===== src/fss_pkg.sv =====
// Constants, register map and field layout of the frame sync output shaping block.
// Assumes a 100 MHz system clock and a 32-bit Avalon-MM register bus.
package fss_pkg;

    // ****************************************************************
    // Timing
    // ****************************************************************
    localparam int unsigned CLK_PERIOD_NS      = 10;
    localparam int unsigned FRAME_PERIOD_NS    = 125000;
    localparam int unsigned MFRAME_PERIOD_NS   = 500000;
    localparam int unsigned FRAME_HALF_CYC     = FRAME_PERIOD_NS / (2 * CLK_PERIOD_NS);
    localparam int unsigned MFRAME_HALF_CYC    = MFRAME_PERIOD_NS / (2 * CLK_PERIOD_NS);
    localparam int unsigned CNT_W              = 16;
    localparam logic [15:0] CNT_IDLE           = 16'hFFFF;
    localparam logic [15:0] CNT_ONE            = 16'h0001;
    localparam logic [15:0] CNT_ZERO           = 16'h0000;
    localparam int unsigned FRAMES_PER_MF      = 4;
    localparam logic [1:0]  MF_DIV_LAST        = 2'h3;
    localparam logic [1:0]  MF_DIV_ONE         = 2'h1;

    // ****************************************************************
    // Register bus
    // ****************************************************************
    localparam int unsigned ADDR_W             = 10;
    localparam int unsigned DATA_W             = 32;
    localparam logic [7:0]  IDX_PULSE_CFG      = 8'h7A;
    localparam logic [7:0]  IDX_PHASE_CFG      = 8'h7B;
    localparam logic [7:0]  IDX_STATUS         = 8'h7D;
    localparam logic [9:0]  ADDR_PULSE_CFG     = {IDX_PULSE_CFG, 2'b00};
    localparam logic [9:0]  ADDR_PHASE_CFG     = {IDX_PHASE_CFG, 2'b00};
    localparam logic [9:0]  ADDR_STATUS        = {IDX_STATUS, 2'b00};
    localparam logic [7:0]  PULSE_CFG_RESET    = 8'h00;
    localparam logic [7:0]  PHASE_CFG_RESET    = 8'h00;
    localparam logic [7:0]  PULSE_CFG_WMASK    = 8'h8F;
    localparam logic [31:0] RDATA_ZERO         = 32'h00000000;

    // ****************************************************************
    // Field positions
    // ****************************************************************
    localparam int unsigned BIT_SRC_SEL        = 7;
    localparam int unsigned BIT_FS_INV         = 3;
    localparam int unsigned BIT_FS_PULSE       = 2;
    localparam int unsigned BIT_MF_INV         = 1;
    localparam int unsigned BIT_MF_PULSE       = 0;
    localparam int unsigned BIT_INDEP_ALIGN    = 7;
    localparam int unsigned BIT_BYTE0          = 0;

    // Status register layout
    localparam int unsigned ST_FS_LEVEL        = 0;
    localparam int unsigned ST_MF_LEVEL        = 1;
    localparam int unsigned ST_O2_EN           = 2;
    localparam int unsigned ST_SRC_SEC         = 3;
    localparam int unsigned ST_EXT_LEVEL       = 4;

endpackage


===== src/fss_shape_if.sv =====
// Carrier between the control logic and one sync output shaper.
// Assumes both ends share clk_sys_in.
`timescale 1ns/10ps
interface fss_shape_if;
    import fss_pkg::*;

    logic              start;
    logic              o2_tick;
    logic              o2_en;
    logic              pulse_mode;
    logic              invert;
    logic [CNT_W-1:0]  half_cycles;
    logic              level;

    modport ctrl (
        output start, o2_tick, o2_en, pulse_mode, invert, half_cycles,
        input  level
    );
    modport shaper (
        input  start, o2_tick, o2_en, pulse_mode, invert, half_cycles,
        output level
    );
endinterface


===== src/fss_shaper.sv =====
// One sync output shaper: 50:50 square wave or one second-clock-period pulse, with polarity.
// Assumes start and o2_tick are single-cycle pulses in the clk_sys_in domain.
`timescale 1ns/10ps
module fss_shaper
    import fss_pkg::*;
(
    // Clock and reset
    input  wire logic  clk_sys_in,
    input  wire logic  rst_in,
    // Shaping controls and level
    fss_shape_if.shaper sh
);

    // ****************************************************************
    // State
    // ****************************************************************
    logic [CNT_W-1:0] cnt_reg;
    logic [CNT_W-1:0] cnt_next;
    logic             pulse_reg;
    logic             pulse_next;
    logic             level_reg;
    logic             level_next;
    logic             raw;

    // ****************************************************************
    // Next state
    // ****************************************************************
    always_comb begin
        cnt_next   = cnt_reg;
        pulse_next = pulse_reg;
        // Square wave: high for the first half period after each start
        if (sh.start) begin
            cnt_next = CNT_ZERO;
        end else if (cnt_reg < sh.half_cycles) begin
            cnt_next = cnt_reg + CNT_ONE;
        end
        // Pulse ends on the next second clock output period boundary
        if (sh.start) begin
            pulse_next = 1'b1;
        end else if (sh.o2_tick) begin
            pulse_next = 1'b0;
        end
        if (sh.pulse_mode) begin
            // No pulse at all while the second clock output is disabled
            raw = pulse_next & sh.o2_en;
        end else begin
            raw = (cnt_next < sh.half_cycles);
        end
        level_next = raw ^ sh.invert;
    end

    always_ff @(posedge clk_sys_in) begin
        if (rst_in) begin
            cnt_reg   <= CNT_IDLE;
            pulse_reg <= 1'b0;
            level_reg <= 1'b0;
        end else begin
            cnt_reg   <= cnt_next;
            pulse_reg <= pulse_next;
            level_reg <= level_next;
        end
    end

    assign sh.level = level_reg;

endmodule


===== src/fss_top.sv =====
// Frame sync (8 kHz) and multi-frame sync (2 kHz) output shaping with its register file.
// Assumes loop ticks come from logic on clk_sys_in; the external sync input is a pin.
`timescale 1ns/10ps

// Operation
// - Bit 7 of pulse config picks primary loop when clear, secondary when set.
// - Frame sync invert bit 3 set drives the 8 kHz output inverted.
// - Frame sync pulse bit 2 clear gives 50:50 square, set gives a pulse.
// - Pulsed frame sync needs second clock output; pulse lasts one of its periods.
// - Multi-frame invert bit 1 set drives the 2 kHz output inverted.
// - Multi-frame pulse bit 0 clear gives 50:50 square, set gives a pulse.
// - Pulsed multi-frame needs second clock output; pulse lasts one of its periods.
// - Phase bit 7 clear keeps sync aligned to clocks; set resyncs from sync input.
module fss_top
    import fss_pkg::*;
#(
    parameter logic [15:0] FRAME_HALF_CYCLES  = FRAME_HALF_CYC[15:0],
    parameter logic [15:0] MFRAME_HALF_CYCLES = MFRAME_HALF_CYC[15:0]
)
(
    // Clock and reset
    input  wire logic              clk_sys_in,
    input  wire logic              rst_in,
    // Avalon-MM slave
    input  wire logic [ADDR_W-1:0] avs_address_in,
    input  wire logic              avs_read_in,
    input  wire logic              avs_write_in,
    input  wire logic [DATA_W-1:0] avs_writedata_in,
    input  wire logic [3:0]        avs_byteenable_in,
    output logic      [DATA_W-1:0] avs_readdata_out,
    output logic                   avs_waitrequest_out,
    // Primary loop timing ticks
    input  wire logic              pri_frame_tick_in,
    input  wire logic              pri_mframe_tick_in,
    input  wire logic              pri_o2_tick_in,
    // Secondary loop timing ticks
    input  wire logic              sec_frame_tick_in,
    input  wire logic              sec_mframe_tick_in,
    input  wire logic              sec_o2_tick_in,
    // Second clock output state and external sync pin
    input  wire logic              o2_enable_in,
    input  wire logic              ext_sync_in,
    // Sync outputs
    output logic                   frame_sync_8k_out,
    output logic                   multiframe_sync_2k_out
);

    // ****************************************************************
    // Registers
    // ****************************************************************
    logic [7:0]        pulse_cfg_reg;
    logic [7:0]        pulse_cfg_next;
    logic [7:0]        phase_cfg_reg;
    logic [7:0]        phase_cfg_next;
    logic              wait_reg;
    logic              wait_next;
    logic [DATA_W-1:0] rdata_reg;
    logic [DATA_W-1:0] rdata_next;
    logic [7:0]        status_byte;
    logic [7:0]        wr_byte;
    logic              req;
    logic              do_write;

    // Control fields
    logic sync_source_select;
    logic frame_sync_polarity_flip;
    logic frame_sync_pulse_mode;
    logic multiframe_polarity_flip;
    logic multiframe_pulse_mode;
    logic independent_frame_align;

    assign sync_source_select       = pulse_cfg_reg[BIT_SRC_SEL];
    assign frame_sync_polarity_flip = pulse_cfg_reg[BIT_FS_INV];
    assign frame_sync_pulse_mode    = pulse_cfg_reg[BIT_FS_PULSE];
    assign multiframe_polarity_flip = pulse_cfg_reg[BIT_MF_INV];
    assign multiframe_pulse_mode    = pulse_cfg_reg[BIT_MF_PULSE];
    assign independent_frame_align  = phase_cfg_reg[BIT_INDEP_ALIGN];

    // ****************************************************************
    // External sync pin synchroniser
    // ****************************************************************
    logic ext_s1_reg;
    logic ext_s2_reg;
    logic ext_s3_reg;
    logic ext_level_reg;
    logic ext_level_next;
    logic ext_edge;

    always_comb begin
        // A change counts only once the second and third stages agree
        ext_level_next = ext_level_reg;
        if (ext_s2_reg == ext_s3_reg) begin
            ext_level_next = ext_s3_reg;
        end
    end

    always_ff @(posedge clk_sys_in) begin
        if (rst_in) begin
            ext_s1_reg    <= 1'b0;
            ext_s2_reg    <= 1'b0;
            ext_s3_reg    <= 1'b0;
            ext_level_reg <= 1'b0;
        end else begin
            ext_s1_reg    <= ext_sync_in;
            ext_s2_reg    <= ext_s1_reg;
            ext_s3_reg    <= ext_s2_reg;
            ext_level_reg <= ext_level_next;
        end
    end

    assign ext_edge = ext_level_next & ~ext_level_reg;

    // ****************************************************************
    // Source selection and alignment
    // ****************************************************************
    logic       loop_frame_tick;
    logic       loop_mframe_tick;
    logic       loop_o2_tick;
    logic       frame_start;
    logic       mframe_start;
    logic [1:0] mf_div_reg;
    logic [1:0] mf_div_next;

    always_comb begin
        // Both sync outputs and the second clock come from one loop
        if (sync_source_select) begin
            loop_frame_tick  = sec_frame_tick_in;
            loop_mframe_tick = sec_mframe_tick_in;
            loop_o2_tick     = sec_o2_tick_in;
        end else begin
            loop_frame_tick  = pri_frame_tick_in;
            loop_mframe_tick = pri_mframe_tick_in;
            loop_o2_tick     = pri_o2_tick_in;
        end
    end

    always_comb begin
        mf_div_next = mf_div_reg;
        if (independent_frame_align) begin
            // Frames follow the sync input; every fourth edge opens a multi-frame.
            // Other output clocks keep running untouched.
            frame_start  = ext_edge;
            mframe_start = ext_edge & (mf_div_reg == 2'h0);
            if (ext_edge) begin
                mf_div_next = (mf_div_reg == MF_DIV_LAST) ? 2'h0 : mf_div_reg + MF_DIV_ONE;
            end
        end else begin
            // Locked to the loop's own clock edges, so always aligned
            frame_start  = loop_frame_tick;
            mframe_start = loop_mframe_tick;
            mf_div_next  = 2'h0;
        end
    end

    always_ff @(posedge clk_sys_in) begin
        if (rst_in) begin
            mf_div_reg <= 2'h0;
        end else begin
            mf_div_reg <= mf_div_next;
        end
    end

    // ****************************************************************
    // Output shapers
    // ****************************************************************
    fss_shape_if fs_if ();
    fss_shape_if mf_if ();

    assign fs_if.start       = frame_start;
    assign fs_if.o2_tick     = loop_o2_tick;
    assign fs_if.o2_en       = o2_enable_in;
    assign fs_if.pulse_mode  = frame_sync_pulse_mode;
    assign fs_if.invert      = frame_sync_polarity_flip;
    assign fs_if.half_cycles = FRAME_HALF_CYCLES;

    assign mf_if.start       = mframe_start;
    assign mf_if.o2_tick     = loop_o2_tick;
    assign mf_if.o2_en       = o2_enable_in;
    assign mf_if.pulse_mode  = multiframe_pulse_mode;
    assign mf_if.invert      = multiframe_polarity_flip;
    assign mf_if.half_cycles = MFRAME_HALF_CYCLES;

    fss_shaper u_fs_shaper (
        .clk_sys_in (clk_sys_in),
        .rst_in     (rst_in),
        .sh         (fs_if.shaper)
    );

    fss_shaper u_mf_shaper (
        .clk_sys_in (clk_sys_in),
        .rst_in     (rst_in),
        .sh         (mf_if.shaper)
    );

    assign frame_sync_8k_out      = fs_if.level;
    assign multiframe_sync_2k_out = mf_if.level;

    // ****************************************************************
    // Avalon-MM slave
    // ****************************************************************
    // One wait cycle on every access keeps read data a clean register output
    assign req      = avs_read_in | avs_write_in;
    assign do_write = avs_write_in & ~wait_reg & avs_byteenable_in[BIT_BYTE0];
    assign wr_byte  = avs_writedata_in[7:0];

    always_comb begin
        status_byte               = 8'h00;
        status_byte[ST_FS_LEVEL]  = fs_if.level;
        status_byte[ST_MF_LEVEL]  = mf_if.level;
        status_byte[ST_O2_EN]     = o2_enable_in;
        status_byte[ST_SRC_SEC]   = sync_source_select;
        status_byte[ST_EXT_LEVEL] = ext_level_reg;
    end

    always_comb begin
        wait_next      = 1'b1;
        rdata_next     = rdata_reg;
        pulse_cfg_next = pulse_cfg_reg;
        phase_cfg_next = phase_cfg_reg;
        if (req && wait_reg) begin
            wait_next  = 1'b0;
            rdata_next = RDATA_ZERO;
            if (avs_read_in) begin
                unique case (avs_address_in)
                    ADDR_PULSE_CFG: rdata_next[7:0] = pulse_cfg_reg & PULSE_CFG_WMASK;
                    ADDR_PHASE_CFG: rdata_next[7:0] = phase_cfg_reg;
                    ADDR_STATUS:    rdata_next[7:0] = status_byte;
                    default:        rdata_next      = RDATA_ZERO;
                endcase
            end
        end
        if (do_write) begin
            unique case (avs_address_in)
                ADDR_PULSE_CFG: pulse_cfg_next = wr_byte & PULSE_CFG_WMASK;
                ADDR_PHASE_CFG: phase_cfg_next = wr_byte;
                default:        pulse_cfg_next = pulse_cfg_reg;
            endcase
        end
    end

    always_ff @(posedge clk_sys_in) begin
        if (rst_in) begin
            wait_reg      <= 1'b1;
            rdata_reg     <= RDATA_ZERO;
            pulse_cfg_reg <= PULSE_CFG_RESET;
            phase_cfg_reg <= PHASE_CFG_RESET;
        end else begin
            wait_reg      <= wait_next;
            rdata_reg     <= rdata_next;
            pulse_cfg_reg <= pulse_cfg_next;
            phase_cfg_reg <= phase_cfg_next;
        end
    end

    assign avs_readdata_out    = rdata_reg;
    assign avs_waitrequest_out = wait_reg;

endmodule


===== config.mk =====
export PLATFORM = sky130hd
export DESIGN_NAME = fss_top
export DESIGN_NICKNAME = d
export VERILOG_FILES = /design/src/fss_pkg.sv /design/src/fss_shape_if.sv /design/src/fss_shaper.sv /design/src/fss_top.sv
export SDC_FILE = /design/constraint.sdc
export NUM_CORES = 1
export LEC_CHECK = 0
export BUFFER_PORTS_ARGS = -buffer_cell sky130_fd_sc_hd__buf_2
export CORE_UTILIZATION = 30
export CTS_CLUSTER_SIZE = 30
export DETAILED_ROUTE_END_ITERATION = 8
export SYNTH_ARGS = -nofsm -noshare
export SYNTH_HDL_FRONTEND = slang
export SYNTH_SLANG_ARGS = --single-unit

===== constraint.sdc =====
create_clock -name clk_sys_in -period 3 [get_ports clk_sys_in]
set_input_delay 0.6 -clock clk_sys_in [delete_from_list [all_inputs] [get_ports clk_sys_in]]
set_output_delay 0.6 -clock clk_sys_in [all_outputs]
set_load 0.005 [all_outputs]

; ---- Word-level counts from Yosys, hierarchy flattened
; Cells that the tools add are included.
[totals]
elab_cells = 64
input_bits = 58
out_inout_bits = 35
ff_bits = 88
[op_classes]
n_bitwise = 12
n_eq_ne = 5
reduce_logical = 5
n_lt_le_gt_ge = 4
add_sub_neg = 3
mux = 20
[ops]
columns = operator, n
row1 = $mux 16, 4
row2 = $add 16x1->16 const B, 2
row3 = $lt 16x13->1 const B, 2
row4 = $lt 16x15->1 const B, 2
row5 = $eq 10x9->1 const B, 3
row6 = $pmux 8 s3, 1
row7 = $mux 1, 13
row8 = $mux 8, 1
row9 = $and 1x1->1, 6
row10 = $reduce_and 2->1, 2
row11 = $not 1->1, 3
row12 = $add 2x1->2 const B, 1
row13 = $eq 2x2->1 const B, 1
row14 = $logic_not 2->1, 1
row15 = $mux 2, 1
row16 = $reduce_or 2->1, 1
row17 = $xor 1x1->1, 2
row18 = $eq 1x1->1, 1
row19 = $logic_and 1x1->1, 1
row20 = $or 1x1->1, 1

; ---- Logic depth before layout (Yosys ltp)
; Gate-level depths: netlist of the first run.
[logic_depth]
word_depth = 9
depth_mapped = 10
ltp_nobuf = 9

; ---- By module
; A second synthesis of the first run with hierarchy kept.
[unflattened]
cells_unflattened = 592
hier_area_um2 = 4984.8
[modules_own_cells]
columns = mod, cells_per_inst, seq_area_each_um2, area_per_inst_um2, n_inst
row1 = fss_shaper at u_fs_shaper, 222, 360.3, 1769.2, 1
row2 = fss_shaper at u_mf_shaper, 206, 360.3, 1746.7, 1
row3 = fss_top, 164, 560.5, 1468.9, 1

; ---- Least setup slack after synthesis of the first run
; OpenSTA, ideal clock, no wires.
[synth_timing]
path_type = input to register
start = input avs_address_in[9]
end = register pulse_cfg_reg[2]
arrival_ns = 2.244
n_path_buf = 1
path_stages = 7
path_slack_ns = 0.628
required_ns = 2.872
setup_time_ns = 0.128
cell_sequence = and4b_1 -> nand3_1 -> or3b_2 -> or4_1 -> clkbuf_1 -> mux2i_1 -> nor2_1
[synth_between]
elab_chain_len = 2
[synth_rtl]
columns = element, line_no
row1 = from (decl), fss_top.sv:25  ; input wire logic [ADDR_W-1:0] avs_address_in,
row2 = $eq 10x9->1, fss_top.sv:233  ; unique case (avs_address_in)
row3 = $reduce_and 2->1 (no source line), -
row4 = to (signal assigned), fss_top.sv:250  ; pulse_cfg_reg <= pulse_cfg_next;
row5 = to (decl), fss_top.sv:51  ; logic [7:0] pulse_cfg_reg;
; No other way between the ends.
; A chain may end at the register's enable or synchronous reset.

; ---- Worst setup path after layout of the first run
[layout_timing]
start = register u_mf_shaper.cnt_reg[3]
end = register u_mf_shaper.level_reg (netlist: u_mf_shaper.sh.level)
[layout_between]
elab_chain_len = 6
word_cells_on_any_way = 7
classes_between = 1 x add/sub / 2 x order compare / 3 x mux / 1 x bitwise
[layout_rtl]
columns = element, line_no
row1 = from (decl), fss_shaper.sv:17  ; logic [CNT_W-1:0] cnt_reg;
row2 = from (signal assigned), fss_shaper.sv:58  ; cnt_reg <= cnt_next;
row3 = $add 16x1->16 / $lt 16x15->1 (equally long branches), "fss_shaper.sv:35, fss_shaper.sv:34"
row4 = $mux 16 *, fss_shaper.sv:34  ; end else if (cnt_reg < sh.half_cycles) begin
row5 = $mux 16 *, fss_shaper.sv:32  ; if (sh.start) begin
row6 = $lt 16x15->1 *, fss_shaper.sv:47  ; raw = (cnt_next < sh.half_cycles);
row7 = $mux 1 *, fss_shaper.sv:43  ; if (sh.pulse_mode) begin
row8 = $xor 1x1->1 *, fss_shaper.sv:49  ; level_next = raw ^ sh.invert;
row9 = to (signal assigned), fss_shaper.sv:60  ; level_reg <= level_next;
row10 = to (decl), fss_shaper.sv:21  ; logic level_reg;
; Mark *: on every way between the ends. The rest lies on a longest branch, timed or not.

==> metrics.cfg, run 1 <==
[placement]
place_hpwl_um=5600
placement.cell_area_um2=3890
gp_congestion=0.804
dp_slack_ns=0.313
io_buffers=41

[cells_and_area]
nNetsFinal=520
nFillCells=1206
area_growth_pct=16.3
post-route-util_pct=36.3
diodes=0
stdcell_area_um2=4220
regArea_um2=1280
drive_above_1_share_pct=20.7
multi_input_area_um2=2110

[outcome]
run_status=finished, violations left
violations=design-rule violations

[clock_tree]
ctsResizeCount=0
cts-htree-levels=3
ctsRootBufferMaster=clkbuf_16
clkLatencyLatePin_ns=0.33
cts_buffer_depth=2
cts_tree=done
path_clk_slew_ns=0.06
holdBufCountCts=0
cts.sinks=64
cts_buffers=9
post-cts-setup-buffers=0

[sta]
period_share_pct=90.8
layout_setup_ws_ns=0.275
period_needed_ns=2.72
tns_ns=0
slew_viol_final=0
fmax_mhz=367
rsz0062_at_grt=no
setup_viol=0
hold_violations=0
finClkSkew_ns=0.00679
tightest_slew_ns=0.563
relSlewSlack_pct=62.4

[power]
irDropWorstVdd_uv=291
powerDensity_nw_per_um2=551
p_total_mw=2.32
leakage_nw=1.81

[critical_path]
required_ns=3.22
critPathKind=reg -> reg
startpoint_type=register
crit_fanout=11
crit_path_end_kind=register
arrival_ns=2.95

[die]
initial_core_util_pct=31.2
die_x_um=112
rows=39
core_area_um2=11600
fp.dieArea_um2=12500
die_h_um=112
ios=93

[route]
via_per_inst=5.03
initialDrtViolationCount=168
wire_per_inst_um=12.6
routed_wl_um=7650
drc_errors=5
drt_pre_antenna_iters=6
dr_total_vias=3049
ant_nets=0

[run]
cap_viol_max_count=0

[logic_synthesis]
syn_area_per_cell_um2=8.72
async_flop_share_pct=0
synth_area_leaders=dfxtp_1 35%, mux2i_1 7.5%, buf_4 5.0%, nor2_1 4.1%, a21o_1 3.5%
synth_cell_types=67
synth_edf_count=0
syn_area_um2=3630
synth-seq-cells=64
postSynthCellCount=416
synth.top_cell.area_share_pct=35.3
ys_warn_count=0
synth_seq_area_share_pct=35.3
yosys.area.top_type=dfxtp_1
synth_flop_cell=dfxtp_1

[grt]
grt_pass1_vias=2854
grt_antenna_before_repair=0
grt_pass1_wl_um=12800
track_usage_pct=12.8
globalRoute.totalOverflow=0
grt_max_degree=29

[hold_path]
hold_class=reg -> reg

[power by group]
group | total (mW) | leakage, nW | internal [mW] | switching [mW]
clock | 1.14 | 0.159 | 0.753 | 0.390
combinational | 0.236 | 1.12 | 0.109 | 0.127
sequential | 0.943 | 0.529 | 0.891 | 0.0522
total | 2.32 | 1.81 | 1.75 | 0.568
[through the flow]
stage               std cells  hold slack [ns]
detailed placement        590            0.463
floorplan                 439            0.414
finish                    606            0.464
global route              606            0.478
global placement          590            0.450
CTS                       606            0.472
[cells in the mapped netlist (6+ instances only)]
cell type and count:
xnor2_1 10, nand3_1 10, buf_4 24, nand4_1 6, dfxtp_1 64, nor3_1 14
nor4_1 7, and3_1 6, xor2_1 9, or3_1 6, or2_2 11, nand2_1 29
inv_1 7, a21oi_1 9, o21ai_0 12, mux2i_1 27, nor2_1 40, a21o_1 17
o21bai_1 7, clkbuf_1 14
[cells by family after synthesis]
kind of cell	Yosys count	share of synthesized area (%)
AO/OA/AOI/OAI	81	16.4
XOR/XNOR	19	4.59
adder cells (fa/ha/maj)	4	1.38
buffers and inverters	51	8.73
flip-flops	64	35.3
multiplexers	30	8.39
other	1	0.103
AND/OR/NAND/NOR	166	25.1
[final timing paths]
check	slack [ns]	start	cells past startpoint	endpoint
hold reg to reg	0.46	ext_s1_reg	1	ext_s2_reg
setup / recovery	0.28	u_mf_shaper.cnt_reg[3]	8	u_mf_shaper.sh.level
hold / removal	0.46	ext_s1_reg	1	ext_s2_reg
setup reg to reg	0.28	u_mf_shaper.cnt_reg[3]	8	u_mf_shaper.sh.level
[critical path: stages, from the launching register on]
cell and delay [ns]:
dfxtp_1 0.50, nand4_1 0.28, nor3_1 0.30, and3_1 0.24, nand2_1 0.08, a221oi_1 0.46
o32ai_1 0.16, a31oi_1 0.22, mux2_2 0.36
[placed cells by master (no fill, tap or decap), types with 7 or more instances in the layout]
cell / Yosys / routed
nor3_1: 14 / 14
a21o_1: 17 / 17
or2_2: 11 / 11
a21oi_1: 9 / 9
dfxtp_1: 64 / 64
nor4_1: 7 / 7
mux2i_1: 27 / 27
conb_1: 1 / 24
xnor2_1: 10 / 10
o21bai_1: 7 / 7
buf_4: 24 / 11
o21ai_0: 12 / 12
inv_1: 7 / 7
buf_2: 2 / 41
nor2_1: 40 / 40
clkbuf_16: 0 / 9
nand2_1: 29 / 29
xor2_1: 9 / 9
nand3_1: 10 / 10
[area by class of cell]
class	instances	area share (%)
timing repair buffer	52	6.82
clock inverter	6	2.14
inverter	7	0.623
tap	143	4.24
sequential	64	30.4
multi-input combinational	324	50.1
clock buffer	10	5.67
[routing by layer]
| metal | track usage, % | part of all wire [%] | vias up |
|---|---|---|---|
| li1 | - | - | 1535 |
| met1 | 14.8 | 47 | 1415 |
| met2 | 22.2 | 47 | 87 |
| met3 | 2.34 | 4.0 | 12 |
| met4 | 7.56 | 2.4 | 0 |
| met5 | 0 | 0 | - |
Power figures use the tool's default switching activity.
==> run 2: changes to the inputs <==
==> constraint.sdc (replaced) <==
create_clock -name clk_sys_in -period 2.3 [get_ports clk_sys_in]
set_input_delay 0.46 -clock clk_sys_in [delete_from_list [all_inputs] [get_ports clk_sys_in]]
set_output_delay 0.46 -clock clk_sys_in [all_outputs]
set_load 0.005 [all_outputs]
==> metrics.cfg, run 2 (synthesis results as in run 1) <==
[outcome]
run_status=finished, violations left
violations=design-rule violations, negative setup slack

[critical_path]
crit_path_end_kind=register
arrival_ns=2.65  ; -0.30 ns
rr_startpoint=u_fs_shaper.cnt_reg[4]
critPathKind=reg -> reg
required_ns=2.55  ; -0.67 ns
startpoint_type=register
crit_fanout=4  ; -7
crit_start=u_fs_shaper.cnt_reg[4]

[hold_path]
hold_class=in -> reg
hold_start=ext_sync_in

[placement]
place_hpwl_um=6410  ; +15%
dp_slack_ns=-0.0963  ; -0.410 ns
io_buffers=41  ; unchanged
dpl.cell_count=640  ; +8.5%
placement.cell_area_um2=4260  ; +9.7%
gp_congestion=0.849  ; +5.6%

[cells_and_area]
stdcell_area_um2=4930  ; +17%
regArea_um2=1310  ; +2.0%
drive_above_1_share_pct=39.1  ; +18 points
final_common_cell=buf_4
nFillCells=1112  ; -7.8%
nNetsFinal=574  ; +10%
final_cell_mix=62 x buf_4, 50 x dfxtp_1, 41 x buf_2
area_growth_pct=35.9
fin_cells=660  ; +8.9%
multi_input_area_um2=2360  ; +12%
diodes=0  ; unchanged

[clock_tree]
cts_tree=done
clkLatencyLatePin_ns=0.33  ; about the same
holdBufCountCts=0  ; unchanged
cts.sinks=64  ; unchanged
cts-htree-levels=3  ; unchanged
ctsRootBufferMaster=clkbuf_16
cts_buffers=9  ; unchanged
path_clk_slew_ns=0.06  ; about the same
cts_buffer_depth=2  ; unchanged

[sta]
whs_ns=0.347  ; -0.118 ns
tightest_slew_ns=0.695  ; +0.132 ns
layout_setup_ws_ns=-0.0967  ; -0.372 ns
setup_viol=1  ; +1
hold_violations=0  ; unchanged
tns_ns=-0.0967  ; -0.0967 ns
fmax_mhz=417  ; +14%
rsz0062_at_grt=yes
period_needed_ns=2.40  ; -0.328 ns
period_share_pct=104  ; +13 points
finClkSkew_ns=0.00720  ; +0.000411 ns
slew_viol_final=0  ; unchanged
relSlewSlack_pct=53.2  ; -9.2 points

[die]
fp.dieArea_um2=12500  ; unchanged
rows=39  ; unchanged
die_x_um=112  ; unchanged
initial_core_util_pct=31.2  ; unchanged
ios=93  ; unchanged
die_h_um=112  ; unchanged
core_area_um2=11600  ; unchanged

[power]
pwr-share-clk_pct=48.9  ; -0.3 points
combPwrFrac_pct=14.1  ; +3.9 points
leakage_nw=2.14  ; +18%
irDropWorstVdd_uv=410  ; +41%
switching_share_pct=24.6  ; +0.13 points
intPower_mw=2.49  ; +42%
p_seq_share_pct=37.0  ; -3.6 points
powerDensity_nw_per_um2=669  ; +22%
p_sw_mw=0.812  ; +43%

[route]
routed_wl_um=8890  ; +16%
ant_nets=0  ; unchanged
initialDrtViolationCount=182  ; +8.3%
dr_total_vias=3294  ; +8.0%
drc_errors=5  ; unchanged
wire_per_inst_um=13.5  ; +6.6%
met1Wirelength_um=4060  ; +14%
topRoutingLayerUsed=met4
via_per_inst=4.99  ; -0.80%
met2_length_um=4290  ; +19%
drt_pre_antenna_iters=6  ; unchanged
route.met3.wl_um=373  ; +23%

[grt]
globalRoute.totalOverflow=0  ; unchanged
grt_pass1_wl_um=14600  ; +14%
grt_antenna_before_repair=0  ; unchanged
grt_pass1_vias=3119  ; +9.3%
track_usage_pct=14.5  ; +1.6 points
grt_max_degree=25  ; -14%

[run]
cap_viol_max_count=0  ; unchanged

==> run 2: final timing paths <==
path | end | slack, ns | cells past startpoint
setup / recovery | u_fs_shaper.sh.level | -0.1 | 9
setup reg to reg | u_fs_shaper.sh.level | -0.1 | 9
hold / removal | ext_s1_reg | 0.35 | 2
hold reg to reg | ext_s2_reg | 0.47 | 1
==> run 2: cell type report <==
cell class	count	area share, %
Clock buffer	10	4.85
Sequential cell	64	26.5
Clock inverter	6	2.34
Inverter	7	0.533
Tap cell	143	3.63
Timing Repair Buffer	106	14.3
Multi-Input combinational cell	324	47.9
==> run 2: power by group through the flow <==
stage          logic, mW  registers (mW)  clock network [mW]
2_1_floorplan      0.272            1.23                   0
3_3_place_gp       0.397            1.23                   0
3_5_place_dp       0.407            1.23                   0
4_1_cts            0.421            1.21                1.64
5_1_grt            0.508            1.23                1.69
6_report           0.464            1.22                1.61
==> run 2: critical path: stages, from the launching register on <==
cell and delay, ns:
dfxtp_2 0.33, nand4b_4 0.19, o31ai_4 0.37, buf_6 0.15, nor3_4 0.03, mux2i_1 0.14, or3_1 0.39, or2_1 0.26
or3_1 0.37, o2111ai_2 0.08
==> run 2: repair_timing <==
action,in CTS,in global routing
resized for setup,21,52
setup endpoints to repair,2,2
setup buffers,0,4
pin swaps,5,25
==> run 2: metrics by stage <==
step / total power, mW / utilization, %
after global placement: 1.63 / 36.7
after global routing: 3.43 / 42.4
final: 3.30 / 42.4
after CTS: 3.28 / 40.5
after floorplan: 1.50 / -
after detailed placement: 1.64 / 36.7
==> run 2: per-layer routing <==
layer  global-route usage [%]  up-vias
met1                     17.6     1548
met5                        0        -
li1                         -     1632
met2                     24.3      100
met3                     3.10       14
met4                     6.84        0
